## src/include/rx_out_defs.svh

```systemverilog
// rx_out_defs.svh: constants for the receive system-side output stage.
// assumes nothing; definitions only.
`ifndef RX_OUT_DEFS_SVH
`define RX_OUT_DEFS_SVH

// ------------------------------------------------------------
// mode encoding, reset values, synchroniser depth and channel count
// ------------------------------------------------------------
`define RXO_MODE_DUAL    1'b0
`define RXO_MODE_SINGLE  1'b1
`define RXO_OUT_RESET    1'b0
`define RXO_SYNC_STAGES  2
`define RXO_CHANNELS     12

`endif

```

## src/include/rx_out_pkg.sv

```systemverilog
// rx_out_pkg.sv: types for the receive system-side output stage.
// assumes rx_out_defs.svh holds the numeric constants.
package rx_out_pkg;

    // ------------------------------------------------------------
    // edge tracker state
    // ------------------------------------------------------------
    typedef enum logic [1:0] {
        CLK_LOW,
        CLK_HIGH
    } clk_phase_t;

endpackage : rx_out_pkg

```

## src/rtl/rx_system_side_output.sv

```systemverilog
// rx_system_side_output.sv: receive system-side output stage for the channels of a line interface.
// assumes the recovered clock and decoded line events arrive as pins asynchronous to clk_i,
// each event being a level held for one recovered clock period around that clock's rising edge.
// limitation: the line clock must stay high and low for two clk_i cycles or more each, and every
// event level must stand steady for two clk_i cycles around its rising edge, or an edge or a bit is lost.
// outputs trail the pin edge by three clk_i cycles; the recovered clock output moves on that same edge,
// so data and clock change together and a framer sampling on that edge has no setup margin for the bit.
`timescale 1ns/1ps
`include "rx_out_defs.svh"

module rx_system_side_output #(
    parameter int CHANNELS = `RXO_CHANNELS
) (
    input  wire logic                clk_i,                       // 200 MHz system clock
    input  wire logic                rst_i,                       // sync reset, high
    input  wire logic [CHANNELS-1:0] single_rail_mode_i,          // 1 = single-rail, static
    input  wire logic [CHANNELS-1:0] line_clock_i,                // recovered clock from clock recovery
    input  wire logic [CHANNELS-1:0] positive_pulse_i,            // positive pulse seen on line_input_pair
    input  wire logic [CHANNELS-1:0] negative_pulse_i,            // negative pulse seen on line_input_pair
    input  wire logic [CHANNELS-1:0] line_code_violation_i,       // decoder code violation
    input  wire logic [CHANNELS-1:0] excess_zero_event_i,         // decoder excess-zero event
    output logic      [CHANNELS-1:0] recovered_clock_out_o,       // recovered clock to framer
    output logic      [CHANNELS-1:0] positive_rail_data_out_o,    // positive rail / full data
    output logic      [CHANNELS-1:0] neg_rail_or_violation_out_o  // negative rail / violation
);
    localparam int SW = 6 * CHANNELS;

    logic [SW-1:0]       raw;
    logic [SW-1:0]       synced;
    logic [CHANNELS-1:0] clk_s;
    logic [CHANNELS-1:0] pos_s;
    logic [CHANNELS-1:0] neg_s;
    logic [CHANNELS-1:0] lcv_s;
    logic [CHANNELS-1:0] exz_s;
    logic [CHANNELS-1:0] mode_s;
    logic [CHANNELS-1:0] rise;
    logic [CHANNELS-1:0] next_neg;
    logic [CHANNELS-1:0] rail_mode;

    rx_out_pkg::clk_phase_t phase      [CHANNELS];
    rx_out_pkg::clk_phase_t next_phase [CHANNELS];

    initial begin
        if (CHANNELS < 1) begin
            $error("rx_system_side_output: CHANNELS must be at least 1");
        end
    end

    // ------------------------------------------------------------
    // helpers
    // ------------------------------------------------------------
    // an active edge is a high level seen while the tracker still holds the low phase
    function automatic logic edge_seen(
        input rx_out_pkg::clk_phase_t phase_now, // tracker state
        input logic                   level      // synchronised line clock
    );
        return (phase_now == rx_out_pkg::CLK_LOW) && level;
    endfunction : edge_seen

    // violation summary for single-rail mode; either event alone is enough
    function automatic logic violation_of(
        input logic line_code_violation, // code violation
        input logic excess_zero_event  // excess-zero event
    );
        return line_code_violation | excess_zero_event;
    endfunction : violation_of

    // source of the negative output for one channel
    function automatic logic neg_source(
        input logic single_mode, // synchronised rail mode
        input logic neg,         // negative-polarity data
        input logic line_code_violation,         // code violation
        input logic excess_zero_event          // excess-zero event
    );
        logic pick;
        if (single_mode == `RXO_MODE_SINGLE) begin
            pick = violation_of(line_code_violation, excess_zero_event);
        end else begin
            pick = neg;
        end
        return pick;
    endfunction : neg_source

    // ------------------------------------------------------------
    // input synchronisation
    // ------------------------------------------------------------
    // one bank for every input, so all six groups see exactly the same delay
    assign raw = {single_rail_mode_i, excess_zero_event_i, line_code_violation_i,
                  negative_pulse_i, positive_pulse_i, line_clock_i};

    rx_out_sync #(
        .WIDTH (SW)
    ) u_sync (
        .clk_i   (clk_i),
        .rst_i   (rst_i),
        .async_i (raw),
        .sync_o  (synced)
    );

    assign clk_s = synced[0*CHANNELS +: CHANNELS];
    assign pos_s = synced[1*CHANNELS +: CHANNELS];
    assign neg_s = synced[2*CHANNELS +: CHANNELS];
    assign lcv_s = synced[3*CHANNELS +: CHANNELS];
    assign exz_s = synced[4*CHANNELS +: CHANNELS];
    assign mode_s = synced[5*CHANNELS +: CHANNELS];

    // ------------------------------------------------------------
    // active edge detection
    // ------------------------------------------------------------
    // per-channel phase tracker; its reset state matches the idle low level of the line clock,
    // so releasing reset cannot fake an edge
    always_comb begin
        for (int c = 0; c < CHANNELS; c++) begin
            next_phase[c] = phase[c];
            case (phase[c])
                rx_out_pkg::CLK_LOW: begin
                    if (clk_s[c]) begin
                        next_phase[c] = rx_out_pkg::CLK_HIGH;
                    end
                end
                rx_out_pkg::CLK_HIGH: begin
                    if (!clk_s[c]) begin
                        next_phase[c] = rx_out_pkg::CLK_LOW;
                    end
                end
                default: begin
                    next_phase[c] = rx_out_pkg::CLK_LOW;
                end
            endcase
        end
    end

    always_ff @(posedge clk_i) begin
        for (int c = 0; c < CHANNELS; c++) begin
            if (rst_i) begin
                phase[c] <= rx_out_pkg::CLK_LOW;
            end else begin
                phase[c] <= next_phase[c];
            end
        end
    end

    // rising edge is the launch edge; data and clock share the same sync delay so alignment holds
    always_comb begin
        for (int c = 0; c < CHANNELS; c++) begin
            rise[c] = edge_seen(phase[c], clk_s[c]);
        end
    end

    // mode treated as static; a change takes effect at the next active edge, never mid-period
    always_ff @(posedge clk_i) begin
        if (rst_i) begin
            rail_mode <= '0;
        end else begin
            rail_mode <= mode_s;
        end
    end

    // ------------------------------------------------------------
    // recovered clock output
    // ------------------------------------------------------------
    // registered from the same synchronised level as the tracker, so it rises on the very clk_i edge
    // that launches the data; one more stage would let the data move ahead of its own clock
    always_ff @(posedge clk_i) begin
        if (rst_i) begin
            recovered_clock_out_o <= '0;
        end else begin
            recovered_clock_out_o <= clk_s;
        end
    end

    // ------------------------------------------------------------
    // rail mux
    // ------------------------------------------------------------
    always_comb begin
        for (int c = 0; c < CHANNELS; c++) begin
            next_neg[c] = neg_source(rail_mode[c], neg_s[c], lcv_s[c], exz_s[c]);
        end
    end

    // ------------------------------------------------------------
    // positive output
    // ------------------------------------------------------------
    // data outputs hold between active edges, so each value lasts one full recovered period
    always_ff @(posedge clk_i) begin
        if (rst_i) begin
            positive_rail_data_out_o <= {CHANNELS{`RXO_OUT_RESET}};
        end else begin
            for (int c = 0; c < CHANNELS; c++) begin
                if (rise[c]) begin
                    positive_rail_data_out_o[c] <= pos_s[c];
                end
            end
        end
    end

    // ------------------------------------------------------------
    // negative or violation output
    // ------------------------------------------------------------
    // a violation seen in one period shows for exactly that period, which meets the one-period minimum
    always_ff @(posedge clk_i) begin
        if (rst_i) begin
            neg_rail_or_violation_out_o <= {CHANNELS{`RXO_OUT_RESET}};
        end else begin
            for (int c = 0; c < CHANNELS; c++) begin
                if (rise[c]) begin
                    neg_rail_or_violation_out_o[c] <= next_neg[c];
                end
            end
        end
    end
endmodule : rx_system_side_output

```

## src/rtl/rx_out_sync.sv

```systemverilog
// rx_out_sync.sv: two-flop synchroniser bank for inputs from the recovered clock domain.
// assumes inputs are asynchronous to clk_i.
`timescale 1ns/1ps
`include "rx_out_defs.svh"

module rx_out_sync #(
    parameter int WIDTH = 4
) (
    input  wire logic             clk_i,   // system clock
    input  wire logic             rst_i,   // sync reset, high
    input  wire logic [WIDTH-1:0] async_i, // unsynchronised inputs
    output logic      [WIDTH-1:0] sync_o   // synchronised outputs
);
    logic [WIDTH-1:0] meta;

    initial begin
        if (WIDTH < 1) begin
            $error("rx_out_sync: WIDTH must be at least 1");
        end
    end

    // first stage is read only by the second stage
    always_ff @(posedge clk_i) begin
        if (rst_i) begin
            meta   <= '0;
            sync_o <= '0;
        end else begin
            meta   <= async_i;
            sync_o <= meta;
        end
    end
endmodule : rx_out_sync

```

## config.mk

```make
export PLATFORM = sky130hd
export DESIGN_NAME = rx_system_side_output
export DESIGN_NICKNAME = d
export VERILOG_FILES = /design/src/include/rx_out_pkg.sv /design/src/rtl/rx_system_side_output.sv /design/src/rtl/rx_out_sync.sv
export VERILOG_INCLUDE_DIRS = /design/src /design/src/include
export SDC_FILE = /design/constraint.sdc
export NUM_CORES = 1
export LEC_CHECK = 0
export ABC_AREA = 1
export ABC_CLOCK_PERIOD_IN_PS = 3050
export BUFFER_PORTS_ARGS = -buffer_cell sky130_fd_sc_hd__buf_4
export CAP_MARGIN = 20
export CORE_MARGIN = 2
export CORE_UTILIZATION = 30
export CTS_CLUSTER_SIZE = 24
export DETAILED_ROUTE_END_ITERATION = 6
export SYNTH_ARGS = -nofsm -noshare
export SYNTH_HDL_FRONTEND = slang
export SYNTH_SLANG_ARGS = --single-unit
```

## constraint.sdc

```tcl
create_clock -name clk_i -period 3.05 [get_ports clk_i]
set_clock_uncertainty 0.1 [all_clocks]
set_input_delay 0.4575 -clock clk_i [delete_from_list [all_inputs] [get_ports clk_i]]
set_output_delay 0.4575 -clock clk_i [all_outputs]
set_load 0.03 [all_outputs]
```

==> results of run 1 <==
[registers in the layout, indices dropped and copies added, names as in the netlist]
signal / flops
phase: 12
u_sync.sync_o: 72
u_sync.meta: 72
neg_rail_or_violation_out_o: 12
rail_mode: 12
recovered_clock_out_o: 12
positive_rail_data_out_o: 12
[layout make-up]
type	instances	area share, %
inverters	193	8.95
multi-input cells	300	17.0
clock buffers	31	8.08
flip-flops and latches	204	50.3
well taps	275	4.24
repair buffers	111	10.5
clock inverters	8	0.879
[synth_stat cells (all sizes together)]
cell / count
o21ai: 24
nor2: 192
dfxtp: 204
inv: 192
or2: 12
xor2: 12
a21oi: 24
buf: 22
nand2: 24
clkinv: 1
ha: 12
[per-layer routing]
metal | track usage [%] | routed length, um | share of wire (%)
met2 | 15.7 | 4750 | 45
met1 | 11.6 | 4810 | 45
met5 | 0 | 0 | 0
met4 | 3.63 | 281 | 2.7
met3 | 2.99 | 759 | 7.2
[through the flow]
step	setup WS (ps)	utilization, %	cell area (um2)	hold slack, ps	total power [mW]
after detailed placement	1500	35.2	7380	292	3.51
after floorplan	1940	-	6380	288	3.33
after CTS	1410	38.7	8110	41.0	6.16
after global placement	1520	35.2	7380	289	3.50
final	1430	38.7	8110	69.5	6.04
after global routing	1380	38.7	8110	54.1	6.35
[power by group through the flow]
stage,Combinational [mW],Clock [mW],Sequential [mW]
6_report,0.528,2.59,2.92
5_1_grt,0.608,2.80,2.94
4_1_cts,0.540,2.70,2.92
3_5_place_dp,0.535,0,2.98
3_3_place_gp,0.523,0,2.97
2_1_floorplan,0.311,0,3.02
[logic make-up after synthesis]
| family | Yosys count | synth area share, % |
|---|---|---|
| buffers and inverters | 215 | 14.4 |
| AOI/OAI and AO/OA | 48 | 3.76 |
| and+or+nand+nor | 228 | 13.9 |
| xor gates and xnor gates | 12 | 1.65 |
| DFF | 204 | 64.0 |
| adders and majority gates | 12 | 2.35 |
[worst min path at each step]
stage                           start                to  slack, ps  depth (start not counted)
5_1_grt        excess_zero_event_i[4]   u_sync.meta[52]         50                          3
3_3_place_gp        u_sync.sync_o[67]      rail_mode[7]        290                          2
6_report         negative_pulse_i[10]   u_sync.meta[34]         70                          3
3_5_place_dp           u_sync.meta[5]  u_sync.sync_o[5]        290                          2
2_1_floorplan       u_sync.sync_o[60]      rail_mode[0]        290                          2
4_1_cts               line_clock_i[0]    u_sync.meta[0]         40                          3
==> reports/metrics.csv, run 1 <==
stage,metric,value,unit
worst_setup_path,CP endpoint kind,output port,
worst_setup_path,worst-case reg-to-reg path depth,4,
worst_setup_path,Critical Path RT,2490,ps
worst_setup_path,worst-path fanout max,2,
worst_setup_path,worst reg2reg path startpoint,phase[2][2],
worst_setup_path,r2r endpoint,phase[2][2],
grt,Overall Global Routing Usage,9.54,%
clock_network,post-CTS setup buffers,0,
clock_network,post_cts resized,0,
power_and_ir_drop,Internal,4.67,mW
power_and_ir_drop,share of power burned in registers,48.3,%
final_layout,Reg area,0.00408,mm2
power_and_ir_drop,switching part of the total,22.7,%
timing,Finish-stage setup viols,0,
die,Die W,150,um
die,die area,0.0225,mm2
power_and_ir_drop,worst vdd ir,0.000360,V
synthesis,post-synth top area share,64.0,%
grt,largest net degree at the start of global routing,110,
grt,vias in the first global route,3749,
placement,Routability Congestion,0.708,
grt,GRT overflow,0,
detailed_routing,drt total wl,10.6,mm
clock_network,worst skew pair latency,490,ps
die,core area,0.0210,mm2
detailed_routing,Via Count,4107,
placement,DP Cell Count,1083,
die,die span in y,150,um
synthesis,Syn Area/Cell,8.87,um2
detailed_routing,DR DRC count,0,
timing,setup TNS,0,ps
grt,first-pass GRT wire length,17.2,mm
power_and_ir_drop,LEAKAGE,3.95,nW
final_layout,Nets,918,
timing,"Hold Vio Cnt, Final",0,
synthesis,Synth Cell Area,0.00638,mm2
synthesis,post-synth top area cell,dfxtp_1,
final_layout,fill count,2143,
clock_network,CTS tree,yes,
power_and_ir_drop,Switch Pwr,1.37,mW
synthesis,Synthesis Warnings,0,
final_layout,Layout area overhead,27.1,%
worst_setup_path,WP buf/inv,1,
detailed_routing,WL/cell,9.44,um
clock_network,Hold Buf Count CTS,0,
hold_path,hold crit path type,input pin to flip-flop,
power_and_ir_drop,share of total power in combinational logic,8.7,%
clock_network,clk slew on worst S/H paths,60,ps
synthesis,Mapped Cells,719,
worst_setup_path,CP Launch Type,flip-flop,
placement,Detail Placement HPWL,6.96,mm
timing,RSZ-0062 raised after global routing,no,
clock_network,Clock Path Buffers,3,
timing,Final min period,1620,ps
worst_setup_path,Worst setup startpoint,neg_rail_or_violation_out_o[1],
detailed_routing,vias per cell,3.66,
worst_setup_path,max incr delay on CP,390,ps
final_layout,# diodes,0,
worst_setup_path,worst-path cell chain,buf_4,
placement,number of I/O port buffers,109,
synthesis,syn nets,805,
power_and_ir_drop,Pwr Density,744,mW/mm2
timing,Worst-Margin Slew,490,ps
final_layout,fraction of layout cells with a size suffix above 1,18.9,%
worst_setup_path,flop2flop setup slack,1940,ps
final_layout,non-filler instance count after layout,1122,
detailed_routing,ANT nets after route,0,
die,FP Rows,53,
clock_network,CTS Buf Count,22,
worst_setup_path,"CP delay by family, top",flip-flops,
worst_setup_path,CP Depth,1,
worst_setup_path,crit path DAT,1060,ps
worst_setup_path,slowest CP cell,dfxtp_1,
timing,Slew headroom,67.3,%
grt,initial antenna violation count,0,
worst_setup_path,worst setup path end,neg_rail_or_violation_out_o[1],
synthesis,sequential area share after synthesis,64.0,%
detailed_routing,drt initial violations,113,
status,run status,"finished, final reports clean",
final_layout,"commonest cells after routing, fill and taps aside","204 x dfxtp_1, 192 x inv_1, 192 x nor2_1",
die,# IOs,110,
timing,Max Fclk,0.616,GHz
detailed_routing,drt pass-1 iters,4,
final_layout,"commonest non-fill, non-tap cell in the layout",dfxtp_1,
synthesis,Yosys reg bits,204,
die,Starting Density,30.5,%
clock_network,H-Tree Depth,1,
synthesis,Area contributors post-synth,"dfxtp_1 64%, inv_1 11%, nor2_1 11%, ha_1 2.4%, buf_6 2.1%",
synthesis,number of library cell types mapped by synthesis,14,
run,max cap viols,0,
timing,max-slew violation count,0,
power_and_ir_drop,Clk pwr share,42.9,%
timing,period utilization,53.2,%
clock_network,CTS Sinks,204,
worst_setup_path,type of the worst setup path,flip-flop to output port,
clock_network,clk root buf,clkbuf_16,
final_layout,Multi-input gate area,0.00138,mm2
(Power assumes the default switching activity.)
==> run 2, diff against run 1 <==
--- a/config.mk
+++ b/config.mk
@@ -6,8 +6,8 @@
 export SDC_FILE = /design/constraint.sdc
 export NUM_CORES = 1
 export LEC_CHECK = 0
-export ABC_AREA = 1
-export ABC_CLOCK_PERIOD_IN_PS = 3050
+export ABC_AREA = 0
+export ABC_CLOCK_PERIOD_IN_PS = 1500
 export BUFFER_PORTS_ARGS = -buffer_cell sky130_fd_sc_hd__buf_4
 export CAP_MARGIN = 20
 export CORE_MARGIN = 2
==> constraint.sdc (replaced) <==
create_clock -name clk_i -period 1.5 [get_ports clk_i]
set_clock_uncertainty 0.1 [all_clocks]
set_input_delay 0.225 -clock clk_i [delete_from_list [all_inputs] [get_ports clk_i]]
set_output_delay 0.225 -clock clk_i [all_outputs]
set_load 0.03 [all_outputs]
==> run 2 against run 1 <==
Critical path type unchanged. Final area is 8.7% higher. Hold slack better by 260 ps. Largest power group unchanged. Synthesized cell count is 27% lower.
==> reports/metrics.csv, run 2 <==
stage,metric,value,unit,change
status,run status,"finished, final reports clean",,
worst_setup_path,flop2flop setup slack,240,ps,-1700 ps
grt,largest net degree at the start of global routing,28,,-75%
synthesis,Synthesis Warnings,0,,unchanged
final_layout,fraction of layout cells with a size suffix above 1,21.5,%,+2.6 points
worst_setup_path,WP buf/inv,1,,unchanged
detailed_routing,Via Count,3820,,-7.0%
detailed_routing,WL/cell,11.0,um,+16%
synthesis,post-synth top area cell,dfxtp_1,,
run,max cap viols,0,,unchanged
synthesis,ys flop type,dfxtp_1,,
detailed_routing,vias per cell,3.78,,+3.3%
clock_network,CTS Sinks,204,,unchanged
hold_path,Hold Path End,u_sync.sync_o[4],,
synthesis,Area contributors post-synth,"dfxtp_1 66%, nor2b_1 17%, ha_1 2.4%, nor2_1 2.2%, mux2i_1 1.9%",,
final_layout,"commonest cells after routing, fill and taps aside","204 x dfxtp_1, 168 x nor2b_1, 120 x buf_4",,
synthesis,Mapped Cells,528,,-27%
grt,initial antenna violation count,0,,unchanged
power_and_ir_drop,worst vdd ir,0.000778,V,+120%
worst_setup_path,worst reg2reg path startpoint,phase[1][4],,
grt,GRT overflow,0,,unchanged
final_layout,Layout area overhead,42.8,%,
detailed_routing,drt initial violations,83,,-27%
detailed_routing,DR DRC count,0,,unchanged
timing,RSZ-0062 raised after global routing,no,,
timing,"Hold Vio Cnt, Final",0,,unchanged
synthesis,Yosys reg bits,204,,unchanged
synthesis,"count leader, synth",dfxtp_1,,
synthesis,Post-synth EDFFs,0,,unchanged
die,Die W,147,um,-1.6%
clock_network,Clock Path Buffers,3,,unchanged
clock_network,CTS tree,yes,,
die,die area,0.0217,mm2,-3.2%
grt,Overall Global Routing Usage,10.3,%,+0.76 points
power_and_ir_drop,LEAKAGE,3.68,nW,-7.0%
clock_network,post-CTS setup buffers,0,,unchanged
worst_setup_path,max incr delay on CP,350,ps,-40 ps
synthesis,Synth Cell Area,0.00617,mm2,-3.2%
timing,Final min period,1330,ps,
synthesis,post-synth top area share,66.1,%,+2.1 points
grt,grt met2 use,15.6,%,-0.15 points
worst_setup_path,Worst setup startpoint,neg_rail_or_violation_out_o[0],,
synthesis,sequential area share after synthesis,66.1,%,+2.1 points
worst_setup_path,worst-path cell chain,buf_4,,
worst_setup_path,CP endpoint kind,output port,,
clock_network,clk root buf,clkbuf_16,,
final_layout,largest registers,"u_sync.meta x72, u_sync.sync_o x72",,
die,# IOs,110,,unchanged
clock_network,clk slew on worst S/H paths,60,ps,about the same
placement,Detail Placement HPWL,7.35,mm,+5.7%
hold_path,worst hold path depth,1,,-2
synthesis,commonest cells in the netlist,"204 x dfxtp_1, 168 x nor2b_1, 36 x nor2_1",,
clock_network,worst skew pair latency,500,ps,about the same
final_layout,# diodes,0,,unchanged
placement,number of I/O port buffers,109,,unchanged
hold_path,hold crit path type,flip-flop to flip-flop,,
timing,period utilization,89.0,%,
detailed_routing,ANT nets after route,0,,unchanged
grt,M3 GR Usage,3.12,%,+0.13 points
synthesis,Post-synth ARST share,0,%,unchanged
worst_setup_path,r2r endpoint,neg_rail_or_violation_out_o[6],,
power_and_ir_drop,Pwr Density,1410,mW/mm2,+89%
synthesis,Syn Area/Cell,11.7,um2,+32%
final_layout,Nets,810,,-12%
worst_setup_path,slowest CP cell,dfxtp_1,,
timing,Worst-Margin Slew,322,ps,-168 ps
clock_network,CTS Buf Count,22,,unchanged
grt,vias in the first global route,3776,,+0.72%
detailed_routing,drt pass-1 iters,4,,unchanged
timing,Max Fclk,0.749,GHz,
timing,max-slew violation count,0,,unchanged
synthesis,syn nets,614,,-24%
final_layout,"commonest non-fill, non-tap cell in the layout",dfxtp_1,,
worst_setup_path,"CP delay by family, top",flip-flops,,
grt,first-pass GRT wire length,18.3,mm,+5.8%
placement,Routability Congestion,0.699,,-1.3%
timing,Slew headroom,78.5,%,+11 points
worst_setup_path,crit path DAT,1010,ps,-50 ps
die,FP Rows,52,,-1.9%
die,core area,0.0202,mm2,-3.4%
timing,Finish-stage setup viols,0,,unchanged
worst_setup_path,worst-case reg-to-reg path depth,4,,unchanged
power_and_ir_drop,Pwr Total,12.4,mW,+110%
worst_setup_path,worst-path fanout max,2,,unchanged
die,die span in y,147,um,-1.6%
synthesis,number of library cell types mapped by synthesis,13,,-1
worst_setup_path,CP Launch Type,flip-flop,,
die,Starting Density,30.5,%,+0.064 points
worst_setup_path,Critical Path RT,1170,ps,-1320 ps
hold_path,hold path start,u_sync.meta[4],,
timing,setup TNS,0,ps,unchanged
grt,grt met1 use,14.1,%,+2.4 points
clock_network,H-Tree Depth,1,,unchanged
worst_setup_path,type of the worst setup path,flip-flop to output port,,
detailed_routing,drt total wl,11.1,mm,+4.9%
grt,most used routing layer,met2,,
[run 2: cell type report]
class	count	area (um2)
inverters	24	90.1
clock inverters	7	90.1
multi-input cells	276	1860
fillers	1880	11400
well taps	270	338
clock buffers	33	673
repair buffers	196	1680
flip-flops and latches	204	4080
[run 2: what timing repair did]
action / 4_1_cts / 5_1_grt
hold buffers: 73 / 0
resized for setup: 0 / 0
endpoints found under the hold margin: 79 / 0
[run 2: worst max path at each step]
stage	to	slack, ps	cells after the start
after global placement	u_sync.sync_o[5]	250	4
after CTS	positive_rail_data_out_o[0]	130	1
after detailed placement	neg_rail_or_violation_out_o[6]	240	4
final	neg_rail_or_violation_out_o[0]	170	1
after floorplan	neg_rail_or_violation_out_o[10]	330	4
after global routing	neg_rail_or_violation_out_o[0]	120	1
[run 2: power by group]
group | total (mW) | switching [mW] | leakage (nW) | internal [mW]
clock | 5.50 | 2.06 | 0.372 | 3.44
sequential | 5.86 | 0.120 | 1.68 | 5.74
combinational | 1.03 | 0.433 | 1.63 | 0.600
[run 2: routing by layer]
metal  wire length (um)  vias up
met4                267        0
met5                  0        -
li1                   -     2040
met2               4760       85
met3                596       22
met1               5490     1673
[run 2: kinds of logic after synthesis]
group	share of synthesized area [%]
DFF	66.1
xor gates and xnor gates	1.70
muxes	1.95
adders and majority gates	2.43
buffers and inverters	3.71
AOI/OAI and AO/OA	1.70
and+or+nand+nor	22.4
[run 2: per-stage QoR]
stage / area (um2) / std cells / hold WS [ps] / utilization [%] / setup slack (ps)
after floorplan: 6170 / 528 / 253 / - / 327
after global placement: 7330 / 897 / 316 / 36.2 / 249
after detailed placement: 7330 / 897 / 320 / 36.2 / 243
after CTS: 8820 / 1010 / 334 / 43.6 / 128
after global routing: 8820 / 1010 / 351 / 43.6 / 116
final: 8820 / 1010 / 334 / 43.6 / 165
==> run 3, diff against run 2 <==
--- a/config.mk
+++ b/config.mk
@@ -8,7 +8,7 @@
 export LEC_CHECK = 0
 export ABC_AREA = 0
 export ABC_CLOCK_PERIOD_IN_PS = 1500
-export BUFFER_PORTS_ARGS = -buffer_cell sky130_fd_sc_hd__buf_4
+export BUFFER_PORTS_ARGS = -buffer_cell sky130_fd_sc_hd__buf_2
 export CAP_MARGIN = 20
 export CORE_MARGIN = 2
 export CORE_UTILIZATION = 30
==> run 3 against run 2 <==
Sequential share of layout area grew 2.0 points. Flip-flop and latch count is the same. Core utilization shrank 1.8 points. Clock-buffer cell count shrank 1. Hold slack lost 1.5 ps. Maximum frequency shrank 3.7%. Critical path depth is the same. Power shrank 4.1%. Critical path type unchanged. Critical endpoint is now neg_rail_or_violation_out_o[2].
==> reports/metrics.csv, run 3 (same netlist as run 2, synthesis figures left out) <==
stage,metric,value,unit,change
status,run status,"finished, final reports clean",,
worst_setup_path,worst-path cell chain,buf_2,,
clock_network,CTS Sinks,204,,unchanged
worst_setup_path,WP buf/inv,1,,unchanged
power_and_ir_drop,Switch Pwr,2.52,mW,-3.5%
grt,largest net degree at the start of global routing,46,,+64%
clock_network,CTS Buf Count,21,,-4.5%
timing,Final min period,1390,ps,+51.0 ps
die,Starting Density,30.5,%,unchanged
die,# IOs,110,,unchanged
clock_network,clk root buf,clkbuf_16,,
worst_setup_path,CP Launch Type,flip-flop,,
worst_setup_path,slowest CP cell,dfxtp_1,,
power_and_ir_drop,switching part of the total,21.2,%,+0.13 points
run,max cap viols,0,,unchanged
timing,setup TNS,0,ps,unchanged
worst_setup_path,worst reg2reg path startpoint,u_sync.sync_o[4],,
hold_path,Hold Path End,rail_mode[5],,
hold_path,worst hold path depth,1,,unchanged
detailed_routing,DR DRC count,0,,unchanged
placement,number of I/O port buffers,109,,unchanged
power_and_ir_drop,share of power burned in registers,49.3,%,+2.0 points
clock_network,CTS tree,yes,,
die,FP Rows,52,,unchanged
final_layout,# diodes,0,,unchanged
worst_setup_path,flop2flop setup slack,250,ps,about the same
power_and_ir_drop,Pwr Density,1410,mW/mm2,about the same
power_and_ir_drop,Clk pwr share,42.6,%,-1.8 points
clock_network,clk slew on worst S/H paths,60,ps,about the same
die,die span in y,147,um,unchanged
power_and_ir_drop,share of total power in combinational logic,8.0,%,-0.3 points
timing,Max Fclk,0.722,GHz,-3.7%
final_layout,Layout area overhead,36.9,%,
worst_setup_path,"CP delay by family, top",flip-flops,,
detailed_routing,Via Count,3777,,-1.1%
clock_network,post_cts resized,0,,unchanged
placement,Detail Placement HPWL,7.18,mm,-2.3%
final_layout,final core occ,41.8,%,-1.8 points
clock_network,Clock Path Buffers,3,,unchanged
worst_setup_path,worst-case reg-to-reg path depth,3,,-1
worst_setup_path,Critical Path RT,1170,ps,about the same
timing,max-slew violation count,0,,unchanged
timing,Worst-Margin Slew,388,ps,+65.6 ps
clock_network,worst skew pair latency,480,ps,-20 ps
final_layout,Nets,806,,-0.49%
worst_setup_path,max incr delay on CP,360,ps,about the same
grt,Overall Global Routing Usage,10.1,%,-0.15 points
clock_network,H-Tree Depth,1,,unchanged
timing,RSZ-0062 raised after global routing,no,,
hold_path,hold crit path type,flip-flop to flip-flop,,
power_and_ir_drop,LEAKAGE,3.57,nW,-3.0%
die,core area,0.0202,mm2,unchanged
timing,"Hold Vio Cnt, Final",0,,unchanged
final_layout,"commonest cells after routing, fill and taps aside","204 x dfxtp_1, 168 x nor2b_1, 108 x buf_2",,
grt,GRT overflow,0,,unchanged
worst_setup_path,crit path DAT,1060,ps,+50 ps
timing,Slew headroom,74.1,%,-4.4 points
worst_setup_path,r2r endpoint,neg_rail_or_violation_out_o[4],,
final_layout,non-filler instance count after layout,1003,,-0.69%
detailed_routing,ANT nets after route,0,,unchanged
die,Die W,147,um,unchanged
power_and_ir_drop,Pwr Total,11.9,mW,-4.1%
grt,vias in the first global route,3704,,-1.9%
power_and_ir_drop,Internal,9.36,mW,-4.3%
worst_setup_path,Worst setup startpoint,neg_rail_or_violation_out_o[2],,
timing,period utilization,92.4,%,+3.4 points
hold_path,hold path start,u_sync.sync_o[65],,
final_layout,"commonest non-fill, non-tap cell in the layout",dfxtp_1,,
final_layout,largest registers,"u_sync.meta x72, u_sync.sync_o x72",,
final_layout,fraction of layout cells with a size suffix above 1,20.7,%,-0.75 points
detailed_routing,vias per cell,3.77,,-0.44%
worst_setup_path,type of the worst setup path,flip-flop to output port,,
worst_setup_path,worst-path fanout max,2,,unchanged
detailed_routing,drt pass-1 iters,4,,unchanged
detailed_routing,WL/cell,10.9,um,-0.92%
detailed_routing,drt total wl,10.9,mm,-1.6%
detailed_routing,drt initial violations,43,,-48%
timing,Finish-stage setup viols,0,,unchanged
grt,initial antenna violation count,0,,unchanged
grt,first-pass GRT wire length,18.0,mm,-1.1%
placement,DP Cell Count,894,,-0.33%
worst_setup_path,CP endpoint kind,output port,,
power_and_ir_drop,worst vdd ir,0.000752,V,-3.3%
placement,Routability Congestion,0.681,,-2.6%
die,die area,0.0217,mm2,unchanged
run 3: cell types whose count changed in the layout (fill, tap and decap cells not counted):
cell,delta
buf_4,-111
buf_2,+108
clkbuf_16,-2
clkinv_2,-2
bufinv_16,-1
clkbuf_8,+1
clkinvlp_4,-1
inv_6,+1
run 3: through the flow:
step                      hold slack, ps  area, um2  worst slack [ps]
final                                332       8450               114
after global routing                 347       8450              79.6
after CTS                            329       8450              77.8
after detailed placement             320       7030               249
after global placement               316       7030               225
after floorplan                      253       6170               327
run 3: area by class of cell:
cell class | instances | area, um2
sequential | 204 | 4080
fill | 1901 | 11800
clock inverter | 4 | 51.3
timing repair buffer | 193 | 1390
tap | 270 | 338
multi-input combinational | 276 | 1860
inverter | 24 | 90.1
clock buffer | 32 | 637
run 3: worst max-delay path by stage:
| stage | endpoint | cells past startpoint |
|---|---|---|
| after floorplan | neg_rail_or_violation_out_o[10] | 4 |
| after global placement | u_sync.sync_o[5] | 4 |
| after detailed placement | neg_rail_or_violation_out_o[4] | 3 |
| after CTS | neg_rail_or_violation_out_o[2] | 1 |
| after global routing | neg_rail_or_violation_out_o[2] | 1 |
| final | neg_rail_or_violation_out_o[2] | 1 |
run 3: layer usage:
metal	part of all wire (%)	wire, um	global-route usage [%]	vias up
li1	-	-	-	2027
met1	50	5470	14.1	1652
met2	43	4660	15.4	82
met3	5.5	597	2.72	16
met4	1.9	203	3.27	0
met5	0	0	0	-
run 3: what timing repair did:
| item | 4_1_cts | 5_1_grt |
|---|---|---|
| setup buffers | 0 | 0 |
| endpoints found under the hold margin | 77 | 0 |
| hold buffers | 73 | 0 |
run 3: power groups by stage:
stage                     clock network (mW)  logic [mW]  registers, mW
after global routing                    5.51        1.10           5.89
final                                   5.07       0.956           5.86
after floorplan                            0       0.564           5.99
after CTS                               5.26       0.969           5.86
after detailed placement                   0       0.812           5.98
after global placement                     0       0.802           5.97
